[src/inc/ssr_cfg.svh]
// constants for the slot repeat block: register offsets, field layout, timing
// assumes a 25 MHz clock and an 8-bit register port with byte offsets
`ifndef SSR_CFG_SVH
`define SSR_CFG_SVH

// ----------------------------------------
// register offsets
// ----------------------------------------
`define SSR_ADDR_REPEAT_FIRST 8'h17
`define SSR_ADDR_REPEAT_LAST 8'h18
`define SSR_REPEAT_RESET 8'h00

// ----------------------------------------
// field layout and sequence shape
// ----------------------------------------
`define SSR_FIELD_W 2
`define SSR_SLOTS 8
`define SSR_SLOTS_PER_REG 4

// ----------------------------------------
// timing
// ----------------------------------------
`define SSR_CLK_HZ 25000000
`define SSR_DELAY_UNIT_MS 10
`define SSR_DELAY_UNIT_CYCLES ((`SSR_CLK_HZ / 1000) * `SSR_DELAY_UNIT_MS)

`endif

[src/inc/ssr_pkg.sv]
// types shared by the slot repeat block
// assumes ssr_cfg.svh is on the include path
package ssr_pkg;
   // one slot entry: delay flag plus 7-bit value
   typedef struct packed {
      logic delay_flag;
      logic [6:0] effect_value;
   } ssr_entry_t;

   // register port request
   typedef struct packed {
      logic wr;
      logic rd;
      logic [7:0] addr;
      logic [7:0] wdata;
   } ssr_req_t;

   typedef enum logic [1:0] {
      SSR_IDLE = 2'b00,
      SSR_LOAD = 2'b01,
      SSR_PLAY = 2'b10,
      SSR_WAIT = 2'b11
   } ssr_state_t;
endpackage

[src/ssr_delay_timer.sv]
// countdown timer for wait entries: value x 10 ms
// assumes start is a one-cycle pulse while the timer is idle
`timescale 1ns/1ps
`default_nettype none
`include "ssr_cfg.svh"

module ssr_delay_timer #(
   parameter int UNIT_CYCLES = `SSR_DELAY_UNIT_CYCLES
) (
   input wire logic clock,
   input wire logic resetn,
   input wire logic start,
   input wire logic [6:0] units,
   output logic done
);
   logic [6:0] units_r;
   logic [31:0] tick_r;
   logic busy_r;
   wire tick_end = (tick_r == 32'(UNIT_CYCLES - 1));

   // ----------------------------------------
   // countdown
   // ----------------------------------------
   // a zero-length wait finishes one cycle after start so the sequencer never stalls
   always_ff @(posedge clock) begin
      if (!resetn) begin
         units_r <= 7'h00;
         tick_r <= 32'h0;
         busy_r <= 1'b0;
         done <= 1'b0;
      end else begin
         done <= 1'b0;
         if (start) begin
            units_r <= units;
            tick_r <= 32'h0;
            busy_r <= (units != 7'h00);
            done <= (units == 7'h00);
         end else if (busy_r) begin
            tick_r <= tick_end ? 32'h0 : tick_r + 32'h1;
            if (tick_end) begin
               units_r <= units_r - 7'h01;
               if (units_r == 7'h01) begin
                  busy_r <= 1'b0;
                  done <= 1'b1;
               end
            end
         end
      end
   end
endmodule
`default_nettype wire

[src/ssr_sequencer_repeat.sv]
// slot repeat registers and the slot walk of the playback sequencer
// assumes an 8-bit register port decoded upstream from the serial control port,
// slot entries supplied from their own registers, and a waveform engine with
// a start pulse and a done pulse
`timescale 1ns/1ps
`default_nettype none
`include "ssr_cfg.svh"

module ssr_sequencer_repeat
   import ssr_pkg::*;
#(
   parameter int SLOTS = `SSR_SLOTS,
   parameter int UNIT_CYCLES = `SSR_DELAY_UNIT_CYCLES
) (
   input wire logic clock,
   input wire logic resetn,
   input wire ssr_req_t reg_req,
   output logic [7:0] reg_rdata,
   output logic reg_hit,
   input wire ssr_entry_t [SLOTS-1:0] slot_entries,
   input wire logic go,
   output logic effect_start,
   output logic [6:0] effect_id,
   input wire logic effect_done,
   output logic busy,
   output logic [2:0] active_slot,
   output logic [1:0] repeat_index
);
   // ----------------------------------------
   // repeat registers
   // ----------------------------------------
   logic [7:0] repeat_first_r;
   logic [7:0] repeat_last_r;
   logic [2*SLOTS-1:0] repeat_fields;

   // slot k uses bits 2k+1:2k of the joined pair, so 5-4 of the first is slot two
   assign repeat_fields = {repeat_last_r, repeat_first_r};

   function automatic logic [1:0] repeat_of(input logic [2*SLOTS-1:0] f, input logic [2:0] s);
      repeat_of = f[2*s +: 2];
   endfunction

   wire wr_first = reg_req.wr && (reg_req.addr == `SSR_ADDR_REPEAT_FIRST);
   wire wr_last = reg_req.wr && (reg_req.addr == `SSR_ADDR_REPEAT_LAST);
   wire rd_first = reg_req.rd && (reg_req.addr == `SSR_ADDR_REPEAT_FIRST);
   wire rd_last = reg_req.rd && (reg_req.addr == `SSR_ADDR_REPEAT_LAST);
   wire [7:0] rd_mux = rd_first ? repeat_first_r : (rd_last ? repeat_last_r : 8'h00);

   // host writes store whole bytes; reads answer the next cycle
   always_ff @(posedge clock) begin
      if (!resetn) begin
         repeat_first_r <= `SSR_REPEAT_RESET;
         repeat_last_r <= `SSR_REPEAT_RESET;
         reg_rdata <= 8'h00;
         reg_hit <= 1'b0;
      end else begin
         if (wr_first) repeat_first_r <= reg_req.wdata;
         if (wr_last) repeat_last_r <= reg_req.wdata;
         reg_rdata <= rd_mux;
         reg_hit <= rd_first || rd_last;
      end
   end

   // ----------------------------------------
   // slot walk
   // ----------------------------------------
   ssr_state_t state_r, state_nxt;
   logic [2:0] slot_r, slot_nxt;
   logic [1:0] pass_r, pass_nxt;
   logic start_nxt;
   logic timer_start;
   logic timer_done;
   ssr_entry_t cur;
   logic last_pass;
   logic last_slot;
   logic empty_slot;

   assign cur = slot_entries[slot_r];
   assign last_pass = (pass_r == repeat_of(repeat_fields, slot_r));
   assign last_slot = (slot_r == 3'(SLOTS - 1));
   // identifier zero ends the sequence; a wait entry is never an end marker
   assign empty_slot = !cur.delay_flag && (cur.effect_value == 7'h00);

   // one entry pass ends on the engine or the timer; only the final pass advances
   always_comb begin
      state_nxt = state_r;
      slot_nxt = slot_r;
      pass_nxt = pass_r;
      start_nxt = 1'b0;
      timer_start = 1'b0;
      case (state_r)
         SSR_IDLE: begin
            if (go) begin
               slot_nxt = 3'h0;
               pass_nxt = 2'h0;
               state_nxt = SSR_LOAD;
            end
         end
         SSR_LOAD: begin
            if (empty_slot) begin
               state_nxt = SSR_IDLE;
            end else if (cur.delay_flag) begin
               timer_start = 1'b1;
               state_nxt = SSR_WAIT;
            end else begin
               start_nxt = 1'b1;
               state_nxt = SSR_PLAY;
            end
         end
         SSR_PLAY, SSR_WAIT: begin
            if ((state_r == SSR_PLAY) ? effect_done : timer_done) begin
               state_nxt = SSR_LOAD;
               if (!last_pass) begin
                  pass_nxt = pass_r + 2'h1;
               end else if (last_slot) begin
                  state_nxt = SSR_IDLE;
               end else begin
                  pass_nxt = 2'h0;
                  slot_nxt = slot_r + 3'h1;
               end
            end
         end
         default: state_nxt = SSR_IDLE;
      endcase
   end

   always_ff @(posedge clock) begin
      if (!resetn) begin
         state_r <= SSR_IDLE;
         slot_r <= 3'h0;
         pass_r <= 2'h0;
         effect_start <= 1'b0;
         effect_id <= 7'h00;
         busy <= 1'b0;
         active_slot <= 3'h0;
         repeat_index <= 2'h0;
      end else begin
         state_r <= state_nxt;
         slot_r <= slot_nxt;
         pass_r <= pass_nxt;
         effect_start <= start_nxt;
         if (start_nxt) effect_id <= cur.effect_value;
         busy <= (state_nxt != SSR_IDLE);
         active_slot <= slot_nxt;
         repeat_index <= pass_nxt;
      end
   end

   // ----------------------------------------
   // wait timer
   // ----------------------------------------
   ssr_delay_timer #(
      .UNIT_CYCLES(UNIT_CYCLES)
   ) u_timer (
      .clock(clock),
      .resetn(resetn),
      .start(timer_start),
      .units(cur.effect_value),
      .done(timer_done)
   );
endmodule
`default_nettype wire

[config.mk]
export PLATFORM = sky130hd
export DESIGN_NAME = ssr_sequencer_repeat
export DESIGN_NICKNAME = d
export VERILOG_FILES = /design/src/inc/ssr_pkg.sv /design/src/ssr_delay_timer.sv /design/src/ssr_sequencer_repeat.sv
export VERILOG_INCLUDE_DIRS = /design/src /design/src/inc
export SDC_FILE = /design/constraint.sdc
export NUM_CORES = 1
export LEC_CHECK = 0
export ABC_AREA = 1
export BUFFER_PORTS_ARGS = -buffer_cell sky130_fd_sc_hd__buf_2
export CAP_MARGIN = 40
export CORE_MARGIN = 2
export CORE_UTILIZATION = 60
export DETAILED_ROUTE_END_ITERATION = 7
export GPL_TIMING_DRIVEN = 0
export PLACE_DENSITY = 0.87
export SYNTH_ARGS = -nofsm -noshare
export SYNTH_HDL_FRONTEND = slang
export SYNTH_SLANG_ARGS = --single-unit
[constraint.sdc]
create_clock -name clock -period 3.9 [get_ports clock]
set_clock_uncertainty 0.1 [all_clocks]
set_input_delay 0.195 -clock clock [delete_from_list [all_inputs] [get_ports clock]]
set_output_delay 0.195 -clock clock [all_outputs]
set_load 0.02 [all_outputs]
== Word-level counts from Yosys, hierarchy flattened ==
Cells that the tools add are included.

* Shifts and indexed selects: 1
* $lt $le $gt $ge: 1
* $add $sub $neg: 4
* Equality and inequality tests: 14
* Muxes and demuxes: 40
* Reduce and logical (&&, ||, !) cells: 19
* Bitwise logic cells: 1

{| class="wikitable"
|+ Operators with widths
! operator !! number
|-
| $add 32x1->32 const B || 1
|-
| $eq 32x18->1 const B || 1
|-
| $mux 32 || 1
|-
| $bmux 8 s3 || 1
|-
| $mux 8 || 3
|-
| $mux 7 || 3
|-
| $mux 1 || 18
|-
| $eq 8x5->1 const B || 2
|-
| $shiftx 16x5->2 || 1
|-
| $mux 2 || 7
|-
| $mux 3 || 4
|-
| $ne 2x2->1 const B || 4
|-
| $reduce_bool 2->1 || 4
|-
| $eq 7x1->1 const B || 1
|-
| $logic_not 7->1 || 1
|-
| $reduce_bool 7->1 || 1
|-
| $sub 7x1->7 const B || 1
|-
| $pmux 2 s3 || 1
|-
| $pmux 3 s2 || 1
|-
| $logic_and 1x1->1 || 5
|-
| $reduce_and 5->1 || 1
|-
| $eq 2x2->1 const B || 2
|-
| $lt 3x4->1 const B || 1
|-
| $pmux 2 s2 || 1
|-
| 13 further kinds || 14
|}

* Word-level logic and storage cells: 94
* Flip-flop bits (word level): 82

== Logic depth before layout (Yosys ltp) ==
Gate-level depths: netlist of run 1.

* Depth after elaboration: 8
* Depth in mapped cells: 15
* Depth with buffers taken out: 13

== Modules after synthesis ==
From an unflattened synthesis of run 1, not the netlist that was laid out.

* Cell total of the unflattened synthesis: 840
* Area, all modules: 5148.7 um^2

{| class="wikitable"
|+ By module, submodules not included
! module !! cells an instance !! times used !! sequential area each (um^2) !! area an instance (um^2)
|-
| ssr_sequencer_repeat || 446 || 1 || 820.8 || 2652.5
|-
| ssr_delay_timer || 394 || 1 || 820.8 || 2496.1
|}

== Worst setup path before layout of run 1 ==
No wires, ideal clock.

* Path kind: reg2reg
* Start point: reg slot_r[0]
* End point: reg slot_r[1]
* Path slack: 2026 ps
* Cell stages (with the launch flop): 13
* Arrival time: 1657 ps
* Required time: 3683 ps
* Setup time: 117 ps
* Cells stage by stage: dfxtp_1 > buf_6 > buf_6 > buf_6 > nand2_1 > nand3_1 > nand3_1 > nand2_1 > nand2_1 > nand2_1 > nand4_1 > a21boi_0 > nor2_1

* Word-level cells in the longest chain between the ends: 5
* Elaborated cells on any way between the ends: 11
* Those cells by class: add/sub (1); eq/ne (4); shift (1); mux (4); reduce/logical (1)

{| class="wikitable"
|+ RTL lines
! item !! line !! RTL
|-
| start: declaration || ssr_sequencer_repeat.sv:68 || <nowiki>logic [2:0] slot_r, slot_nxt;</nowiki>
|-
| start signal: assignment || ssr_sequencer_repeat.sv:139 || <nowiki>slot_r <= slot_nxt;</nowiki>
|-
| branches (longest 5 deep; another with $shiftx 16x5->2) || - ||
|}

Several ways; the timed one is not identified. The select of a mux whose other input is x is not followed.
A chain may end at the register's enable or synchronous reset.

== Worst setup path in the final report of run 1 ==
* Start point: reg slot_r[1]
* End point: reg slot_r[1]

The elaborated chain is that of the path after synthesis.

==> out/results.ini, run 1 <==
[cts]
clock_path_buffers = 2
clk_pin_slew_ns = 0.09
cts_buffers = 9
htree_levels = 3
cts_resized = 0
cts_sinks = 82
cts_tree = done
postCtsSetupBuffers = 0
clock-root-buffer = clkbuf_8
worst_skew_pair.late_latency_ns = 0.36

[critical_path]
cp.required_ns = 4.05
path_class = flip-flop to flip-flop
cp-end-kind = flip-flop
critPathArrivalTime_ns = 2.30
start_kind = flip-flop
cp_max_fo = 10

[synthesis]
synth_flop_cell = dfxtp_1
ys_warn_count = 0
synthCells = 849
syn_nets = 940
syn_avg_cell_area_um2 = 6.09
yosysUniqueCellTypes = 42
synth.yosys.seq_area_share_pct = 31.8
synth_area_mm2 = 0.00517
synth-edff-count = 0
yosys_register_bits = 82
async_reset_ff_share_pct = 0

[route]
dr.pass1.iters = 6
avgRoutedWirePerCell_um = 13.2
ant_nets = 0
first_iter_violations = 306
drc = 0
vias_per_cell = 5.33
route.vias.total = 5759
wl_mm = 14.2

[die]
core-area_mm2 = 0.00830
fp.dieH_um = 96.8
die_area_mm2 = 0.00937
rows = 33
dieWidth_um = 96.8
start_util_pct = 62.3
io_pins = 109

[status]
status = finished, final reports clean

[place]
place_hpwl_mm = 10.9
gp_congestion = 0.975
portBuffers = 108

[timing]
fmax_mhz = 465
setup_violations = 0
relSlewSlack_pct = 57.0
period_minus_slack_ns = 2.15
hold_viol_final = 0
min_period_over_period_pct = 55.1
final_max_slew_viol_count = 0
fin_setup_tns_ns = 0
max_slew.worst_pin.slew_ns = 0.643
hold_ws_ns = 0.0105
rsz0062_at_grt = no

[global_route]
track_usage_pct = 30.6
grt_max_degree = 17
antenna_found_initial = 0
grt_pass1_vias = 5549
grt_pass1_wl_mm = 24.2
overflow = 0

[finish]
drive_gt1_share_pct = 17.7
final_common_cell = nand2_1
nNetsFinal = 1062
synthToLayoutAreaGrowth_pct = 18.4
antenna_cells = 0
layout.cells.most_common_list = 252 x nand2_1, 116 x buf_2, 112 x inv_1, 104 x nor2_1, 82 x dfxtp_1

[worst_hold_path]
hp-class = primary input to flip-flop

[job]
maxCapViolations = 0

[power]
power.static_leakage_nw = 2.87
power.density_mw_per_mm2 = 526
ir_drop_mv = 0.392

[critical path, cell delays in order (launching register included)]
cell      delay (ns)
dfxtp_1         0.43
clkbuf_1        0.45
nand3_1         0.20
nand3_1         0.16
nand3_1         0.09
nand2_1         0.12
nand4_1         0.18
a21boi_0        0.23
nor2_1          0.08
[per-layer routing]
| metal | part of all wire [%] | global-route usage, % |
|---|---|---|
| met1 | 43 | 37.2 |
| met2 | 49 | 54.4 |
| met3 | 5.0 | 4.91 |
| met4 | 3.1 | 11.1 |
| met5 | 0 | 0 |
[cell usage after synthesis (2+ instances only)]
master	n	area share, %
clkbuf_1	11	0.80
dfxtp_1	82	32
nand3_1	78	7.6
nand2_1	252	18
o21ai_1	9	0.87
nand4_1	20	2.4
xor2_1	12	2.0
nor2_1	104	7.6
buf_6	4	0.87
inv_1	112	8.1
or2_2	5	0.61
clkinv_1	2	0.15
buf_2	8	0.77
nor2_2	5	0.61
buf_1	2	0.15
buf_4	3	0.44
nand2_2	7	0.85
o21ai_0	32	3.1
nor3_1	16	1.5
nor4_1	8	0.97
inv_2	3	0.22
a21boi_0	2	0.29
a211oi_1	4	0.58
nand3b_1	3	0.44
nor2_4	4	0.87
ha_1	5	1.2
a21oi_1	40	3.9
nand3_2	2	0.39
[registers in the layout, summed over array words and instances (netlist names)]
name / count
busy: 1
effect_id: 7
effect_start: 1
pass_r: 2
reg_hit: 1
reg_rdata: 8
repeat_first_r: 8
repeat_last_r: 8
slot_r: 3
state_r: 2
u_timer.busy_r: 1
u_timer.done: 1
u_timer.tick_r: 32
u_timer.units_r: 7
[cells by family after synthesis]
| logic type | count (synthesis) | share of synthesized area, % |
|---|---|---|
| xor gates and xnor gates | 13 | 2.20 |
| adders and majority gates | 5 | 1.21 |
| buffers and inverters | 146 | 11.6 |
| DFF | 82 | 31.8 |
| AOI/OAI and AO/OA | 92 | 9.44 |
| and+or+nand+nor | 511 | 43.7 |
[area by class of cell]
type                    count  area (um2)
plain buffers              28         156
clock buffers               9         124
clock inverters             7         128
fillers                   732        2180
inverters                 118         445
multi-input cells         621        2930
flip-flops and latches     82        1640
well taps                 105         131
repair buffers            111         571
[per-stage QoR]
stage,area (um2),total power [mW],worst slack (ns),util (%),std cells
floorplan,5170,2.06,2.03,-,849
global placement,5840,2.39,1.78,70.4,1062
detailed placement,5840,2.42,1.78,70.4,1062
CTS,6120,3.20,1.76,73.8,1081
global route,6120,3.45,1.56,73.8,1081
finish,6120,3.22,1.75,73.8,1081
[final timing paths]
check / startpoint / slack, ns / endpoint / depth (start not counted)
setup / recovery: slot_r[1] / 1.75 / slot_r[1] / 8
hold / removal: reg_req[0] / 0.01 / repeat_last_r[0] / 3
setup reg to reg: slot_r[1] / 1.75 / slot_r[1] / 8
hold reg to reg: u_timer.units_r[1] / 0.37 / u_timer.units_r[1] / 2
[timing repair]
action                     CTS  global route
hold endpoints to repair     3             0
hold buffers                 3             0
setup endpoints to repair    0             0
[where the power goes]
part,switching [mW],internal [mW]
sequential,0.0764,0.933
clock,0.347,0.437
combinational,0.938,0.486
No activity file was read; power rests on OpenSTA's default activity.
==> run 2, diff against run 1 <==
--- a/config.mk
+++ b/config.mk
@@ -10,10 +10,10 @@
 export BUFFER_PORTS_ARGS = -buffer_cell sky130_fd_sc_hd__buf_2
 export CAP_MARGIN = 40
 export CORE_MARGIN = 2
-export CORE_UTILIZATION = 60
+export CORE_UTILIZATION = 50
 export DETAILED_ROUTE_END_ITERATION = 7
 export GPL_TIMING_DRIVEN = 0
-export PLACE_DENSITY = 0.87
+export PLACE_DENSITY = 0.77
 export SYNTH_ARGS = -nofsm -noshare
 export SYNTH_HDL_FRONTEND = slang
 export SYNTH_SLANG_ARGS = --single-unit
==> constraint.sdc (replaced) <==
create_clock -name clock -period 1.8 [get_ports clock]
set_clock_uncertainty 0.1 [all_clocks]
set_input_delay 0.09 -clock clock [delete_from_list [all_inputs] [get_ports clock]]
set_output_delay 0.09 -clock clock [all_outputs]
set_load 0.02 [all_outputs]
==> run 2 against run 1 <==
The flow now finishes with violations (negative setup slack). Highest routed layer unchanged. Non-clock buffer count up 43. Sequential share of layout area down 3.9 points. Routed wire length rose by 15%. Cell count is 6.9% higher. Die area is 19% higher. Core utilization fell by 2.2 points. Cell area up 19%. Power increased to 2.6 times the previous value. Largest cell class unchanged. Clock-buffer cell count unchanged. Critical path depth grew 3.
==> out/results.ini, run 2 (synthesis results as in run 1) <==
[route]
dr.pass1.iters = 5
vias_per_cell = 5.31
route.vias.total = 6143
avgRoutedWirePerCell_um = 14.1
first_iter_violations = 342
ant_nets = 0
wl_mm = 16.3
drc = 0

[timing]
hold_ws_ns = 0.0878
relSlewSlack_pct = 54.0
max_slew.worst_pin.slew_ns = 0.687
min_period_over_period_pct = 107
fmax_mhz = 517
final_max_slew_viol_count = 0
setup_violations = 54
period_minus_slack_ns = 1.93
rsz0062_at_grt = yes
hold_viol_final = 0
setup_ws_ns = -0.133

[critical_path]
path_class = flip-flop to flip-flop
cp_max_fo = 7
critPathArrivalTime_ns = 2.09
cp_slowest_cell = dfxtp_4
start_kind = flip-flop
crit_buf_inv = 3
reg2reg_slack_ns = -0.13
cp-end-kind = flip-flop
crit_chain = buf_8 > o21ai_2 > o21ai_2 > inv_2 > o21ai_4 > nand2_8 > buf_6 > nand2_2 > o21ai_1 > nor2_1 > nor2_1
critical-path-top-delay-family = compound AO/OA/AOI/OAI gates
max_stage_delay_ns = 0.47
cp.required_ns = 1.96

[place]
place_hpwl_mm = 10.8
place_area_mm2 = 0.00589
portBuffers = 108
gp_congestion = 0.950

[global_route]
grt_max_degree = 18
grt_pass1_vias = 5676
antenna_found_initial = 0
grt_pass1_wl_mm = 25.4
track_usage_pct = 27.8
overflow = 0

[finish]
final_common_cell = nand2_1
top_register = u_timer.tick_r
drive_gt1_share_pct = 33.4
nNetsFinal = 1106
layout.cells.most_common_list = 214 x nand2_1, 110 x buf_2, 104 x inv_1, 83 x nor2_1, 71 x dfxtp_1
antenna_cells = 0
synthToLayoutAreaGrowth_pct = 41.0
largest_reg_flops = 32
fin_area_mm2 = 0.00729
fin_util_pct = 71.5

[die]
dieWidth_um = 106
core-area_mm2 = 0.0102
rows = 37
fp.dieH_um = 106
start_util_pct = 50.7
io_pins = 109
die_area_mm2 = 0.0112

[power]
power.static_leakage_nw = 3.31
power.density_mw_per_mm2 = 1130
ir_drop_mv = 1.00

[cts]
clk_pin_slew_ns = 0.10
cts_tree = done
worst_skew_pair.late_latency_ns = 0.37
htree_levels = 3
cts_buffers = 9
cts_sinks = 82
clock_path_buffers = 2
clock-root-buffer = clkbuf_8

[status]
status = complete, but fails checks
violations = negative setup slack

[worst_hold_path]
hp-class = primary input to flip-flop

[job]
maxCapViolations = 0

## run 2: through the flow
| stage | worst slack (ns) | power, mW | TNS, ns | instances |
|---|---|---|---|---|
| global placement | -0.247 | 5.21 | -9.35 | 1093 |
| detailed placement | -0.259 | 5.23 | -9.38 | 1093 |
| global route | -0.237 | 8.76 | -8.39 | 1156 |
| CTS | -0.0684 | 7.40 | -0.439 | 1140 |
| floorplan | 0.0170 | 4.46 | 0 | 849 |
| finish | -0.133 | 8.26 | -2.88 | 1156 |
## run 2: final timing paths
check                            end  cells after the start        startpoint
hold / removal     repeat_first_r[0]                      6       reg_req[14]
hold reg to reg         reg_rdata[7]                      2  repeat_last_r[7]
setup / recovery  u_timer.units_r[3]                     11         slot_r[0]
setup reg to reg  u_timer.units_r[3]                     11         slot_r[0]
## run 2: power breakdown
group          switching, mW  leakage [nW]  total [mW]  internal [mW]
Clock                  0.831         0.108        1.52          0.685
Sequential             0.211         0.670        2.25           2.04
Combinational           2.65          2.53        4.50           1.84
## run 2: repair_timing
action / 4_1_cts / 5_1_grt
pin swaps: 23 / 40
gates resized for setup: 93 / 117
setup endpoints to repair: 56 / 57
gates cloned: 4 / 4
endpoints found under the hold margin: 17 / 0
hold buffers: 11 / 0
setup buffers: 18 / 12
## run 2: worst register-to-register path, stage by stage, from the launching register on
cell,delay [ns]
dfxtp_4,0.47
buf_8,0.16
o21ai_2,0.06
o21ai_2,0.15
inv_2,0.06
o21ai_4,0.23
nand2_8,0.14
buf_6,0.18
nand2_2,0.05
o21ai_1,0.06
nor2_1,0.10
nor2_1,0.05
## run 2: metal layers
metal	global-route usage [%]	up-vias	wire length, um
li1	-	3048	-
met1	33.4	2785	6600
met2	48.9	256	8150
met3	4.89	54	937
met4	11.2	0	629
met5	0	-	0
## run 2: layout make-up
cell class / count / area [um2]
Buffer: 26 / 221
Clock buffer: 9 / 124
Clock inverter: 7 / 96.3
Fill cell: 820 / 2900
Inverter: 118 / 460
Multi-Input combinational cell: 622 / 3490
Sequential cell: 82 / 1670
Tap cell: 136 / 170
Timing Repair Buffer: 156 / 1060
==> run 3, diff against run 2 <==
--- a/config.mk
+++ b/config.mk
@@ -10,10 +10,10 @@
 export BUFFER_PORTS_ARGS = -buffer_cell sky130_fd_sc_hd__buf_2
 export CAP_MARGIN = 40
 export CORE_MARGIN = 2
-export CORE_UTILIZATION = 50
+export CORE_UTILIZATION = 60
 export DETAILED_ROUTE_END_ITERATION = 7
 export GPL_TIMING_DRIVEN = 0
-export PLACE_DENSITY = 0.77
+export PLACE_DENSITY = 0.87
 export SYNTH_ARGS = -nofsm -noshare
 export SYNTH_HDL_FRONTEND = slang
 export SYNTH_SLANG_ARGS = --single-unit
==> constraint.sdc (replaced) <==
create_clock -name clock -period 2.4 [get_ports clock]
set_clock_uncertainty 0.1 [all_clocks]
set_input_delay 0.12 -clock clock [delete_from_list [all_inputs] [get_ports clock]]
set_output_delay 0.12 -clock clock [all_outputs]
set_load 0.02 [all_outputs]
==> run 3 against run 2 <==
The run now ends clean. Global-route usage increased by 3.3 points. Maximum frequency decreased by 11%. Power down 37%. Critical endpoint is now slot_r[1]. Largest cell class unchanged.
==> out/results.ini, run 3 (synthesis results as in run 1) <==
[timing]
final_max_slew_viol_count = 0
setup_violations = 0
setup_ws_ns = 0.238
period_minus_slack_ns = 2.16
min_period_over_period_pct = 90.1
fmax_mhz = 462
fin_setup_tns_ns = 0
max_slew.worst_pin.slew_ns = 0.656
relSlewSlack_pct = 56.1
rsz0062_at_grt = no
hold_viol_final = 0

[critical_path]
critPathArrivalTime_ns = 2.31
max_stage_delay_ns = 0.46
cp_common_cell = nand3_1
cp_max_fo = 10
crit_chain = clkbuf_1 > nand3_1 > nand3_1 > nand3_1 > nand2_1 > nand4_1 > a21boi_0 > nor2_1
cp.required_ns = 2.55
critical-path-top-delay-family = simple AND/OR/NAND/NOR gates
start_kind = flip-flop
cp-end-kind = flip-flop
path_class = flip-flop to flip-flop
cp_slowest_cell = clkbuf_1
crit_buf_inv = 1

[route]
route.vias.total = 5842
avgRoutedWirePerCell_um = 13.3
dr.pass1.iters = 5
vias_per_cell = 5.37
drc = 0
first_iter_violations = 281
ant_nets = 0
wl_mm = 14.4

[job]
maxCapViolations = 0

[cts]
htree_levels = 3
worst_skew_pair.late_latency_ns = 0.36
postCtsSetupBuffers = 0
cts_sinks = 82
cts_buffers = 9
clock-root-buffer = clkbuf_8
cts_tree = done
clock_path_buffers = 2
clk_pin_slew_ns = 0.08

[finish]
fin_util_pct = 74.6
largest_reg_flops = 32
nNetsFinal = 1069
top_register = u_timer.tick_r
final_common_cell = nand2_1
drive_gt1_share_pct = 17.6
fin_area_mm2 = 0.00619
antenna_cells = 0
layout.cells.most_common_list = 252 x nand2_1, 116 x buf_2, 112 x inv_1, 104 x nor2_1, 82 x dfxtp_1
synthToLayoutAreaGrowth_pct = 19.8

[place]
place_area_mm2 = 0.00584
pre_cts_ws_ns = 0.280
gp_congestion = 0.975
place_hpwl_mm = 10.9
portBuffers = 108

[power]
pwr-share-seq_pct = 31.4
ir_drop_mv = 0.642
sw_frac_of_total_pct = 42.2
p_int_mw = 3.02
power.static_leakage_nw = 2.90
power_switching_mw = 2.21
clockPowerShare_pct = 24.2
p_comb_share_pct = 44.4
power.density_mw_per_mm2 = 845
p_total_mw = 5.23

[die]
dieWidth_um = 96.8
fp.dieH_um = 96.8
rows = 33
core-area_mm2 = 0.00830
start_util_pct = 62.3
die_area_mm2 = 0.00937
io_pins = 109

[global_route]
antenna_found_initial = 0
grt_pass1_wl_mm = 24.6
grt_pass1_vias = 5625
track_usage_pct = 31.1
grt_max_degree = 17
overflow = 0

[status]
status = finished, final reports clean

[worst_hold_path]
hp-class = primary input to flip-flop

## run 3: cell types whose count changed in the layout (fill, tap and decap cells not counted), moves of 11 or more
| cell | before | now |
|---|---|---|
| a21oi_1 | 29 | 40 |
| a21oi_2 | 11 | 0 |
| buf_4 | 27 | 3 |
| dfxtp_1 | 71 | 82 |
| nand2_1 | 214 | 252 |
| nand2_2 | 35 | 7 |
| nand3_1 | 60 | 78 |
| nand3_2 | 19 | 2 |
| nor2_1 | 83 | 104 |
| nor2_2 | 17 | 5 |
| o21ai_0 | 20 | 32 |
## run 3: tightest hold or removal path, cell delays in order
cell	delay, ns
buf_2	0.11
inv_1	0.05
a21oi_1	0.05
nand2_1	0.08
inv_1	0.04
## run 3: area by class of cell
type	count	area (um2)
buffer	28	156
clock buffer	9	124
clock inverter	7	128
fill	722	2110
inverter	118	445
multi-input combinational	621	2930
sequential	82	1640
tap	105	131
timing repair buffer	118	641
## run 3: final timing paths
| path | to | from | slack (ns) | cells after the start |
|---|---|---|---|---|
| max reg2reg | slot_r[1] | slot_r[1] | 0.24 | 8 |
| max | slot_r[1] | slot_r[1] | 0.24 | 8 |
| min | state_r[0] | go | 0.05 | 5 |
| min reg2reg | u_timer.units_r[1] | u_timer.units_r[1] | 0.37 | 2 |
## run 3: per-layer routing
| metal | GRT usage [%] | part of all wire, % | routed length (um) |
|---|---|---|---|
| met1 | 37.5 | 42 | 6120 |
| met2 | 55.4 | 49 | 7060 |
| met3 | 5.06 | 5.5 | 797 |
| met4 | 11.6 | 3.2 | 455 |
| met5 | 0 | 0 | 0 |
## run 3: what timing repair did
item                                   in CTS  in global routing
resized for setup                           0                  0
endpoints found under the hold margin      15                  0
hold buffers                               10                  0
## run 3: power by group through the flow
| stage | clock network [mW] | logic, mW | registers, mW |
|---|---|---|---|
| final | 1.27 | 2.33 | 1.64 |
| after floorplan | 0 | 1.59 | 1.75 |
| after global routing | 1.33 | 2.62 | 1.66 |
| after global placement | 0 | 2.22 | 1.66 |
| after CTS | 1.27 | 2.30 | 1.64 |
| after detailed placement | 0 | 2.26 | 1.66 |
## run 3: per-stage QoR
stage	hold WS [ns]	cells
finish	0.0450	1088
global route	0.0645	1088
CTS	0.0401	1088
detailed placement	0.292	1062
global placement	0.284	1062
floorplan	0.158	849
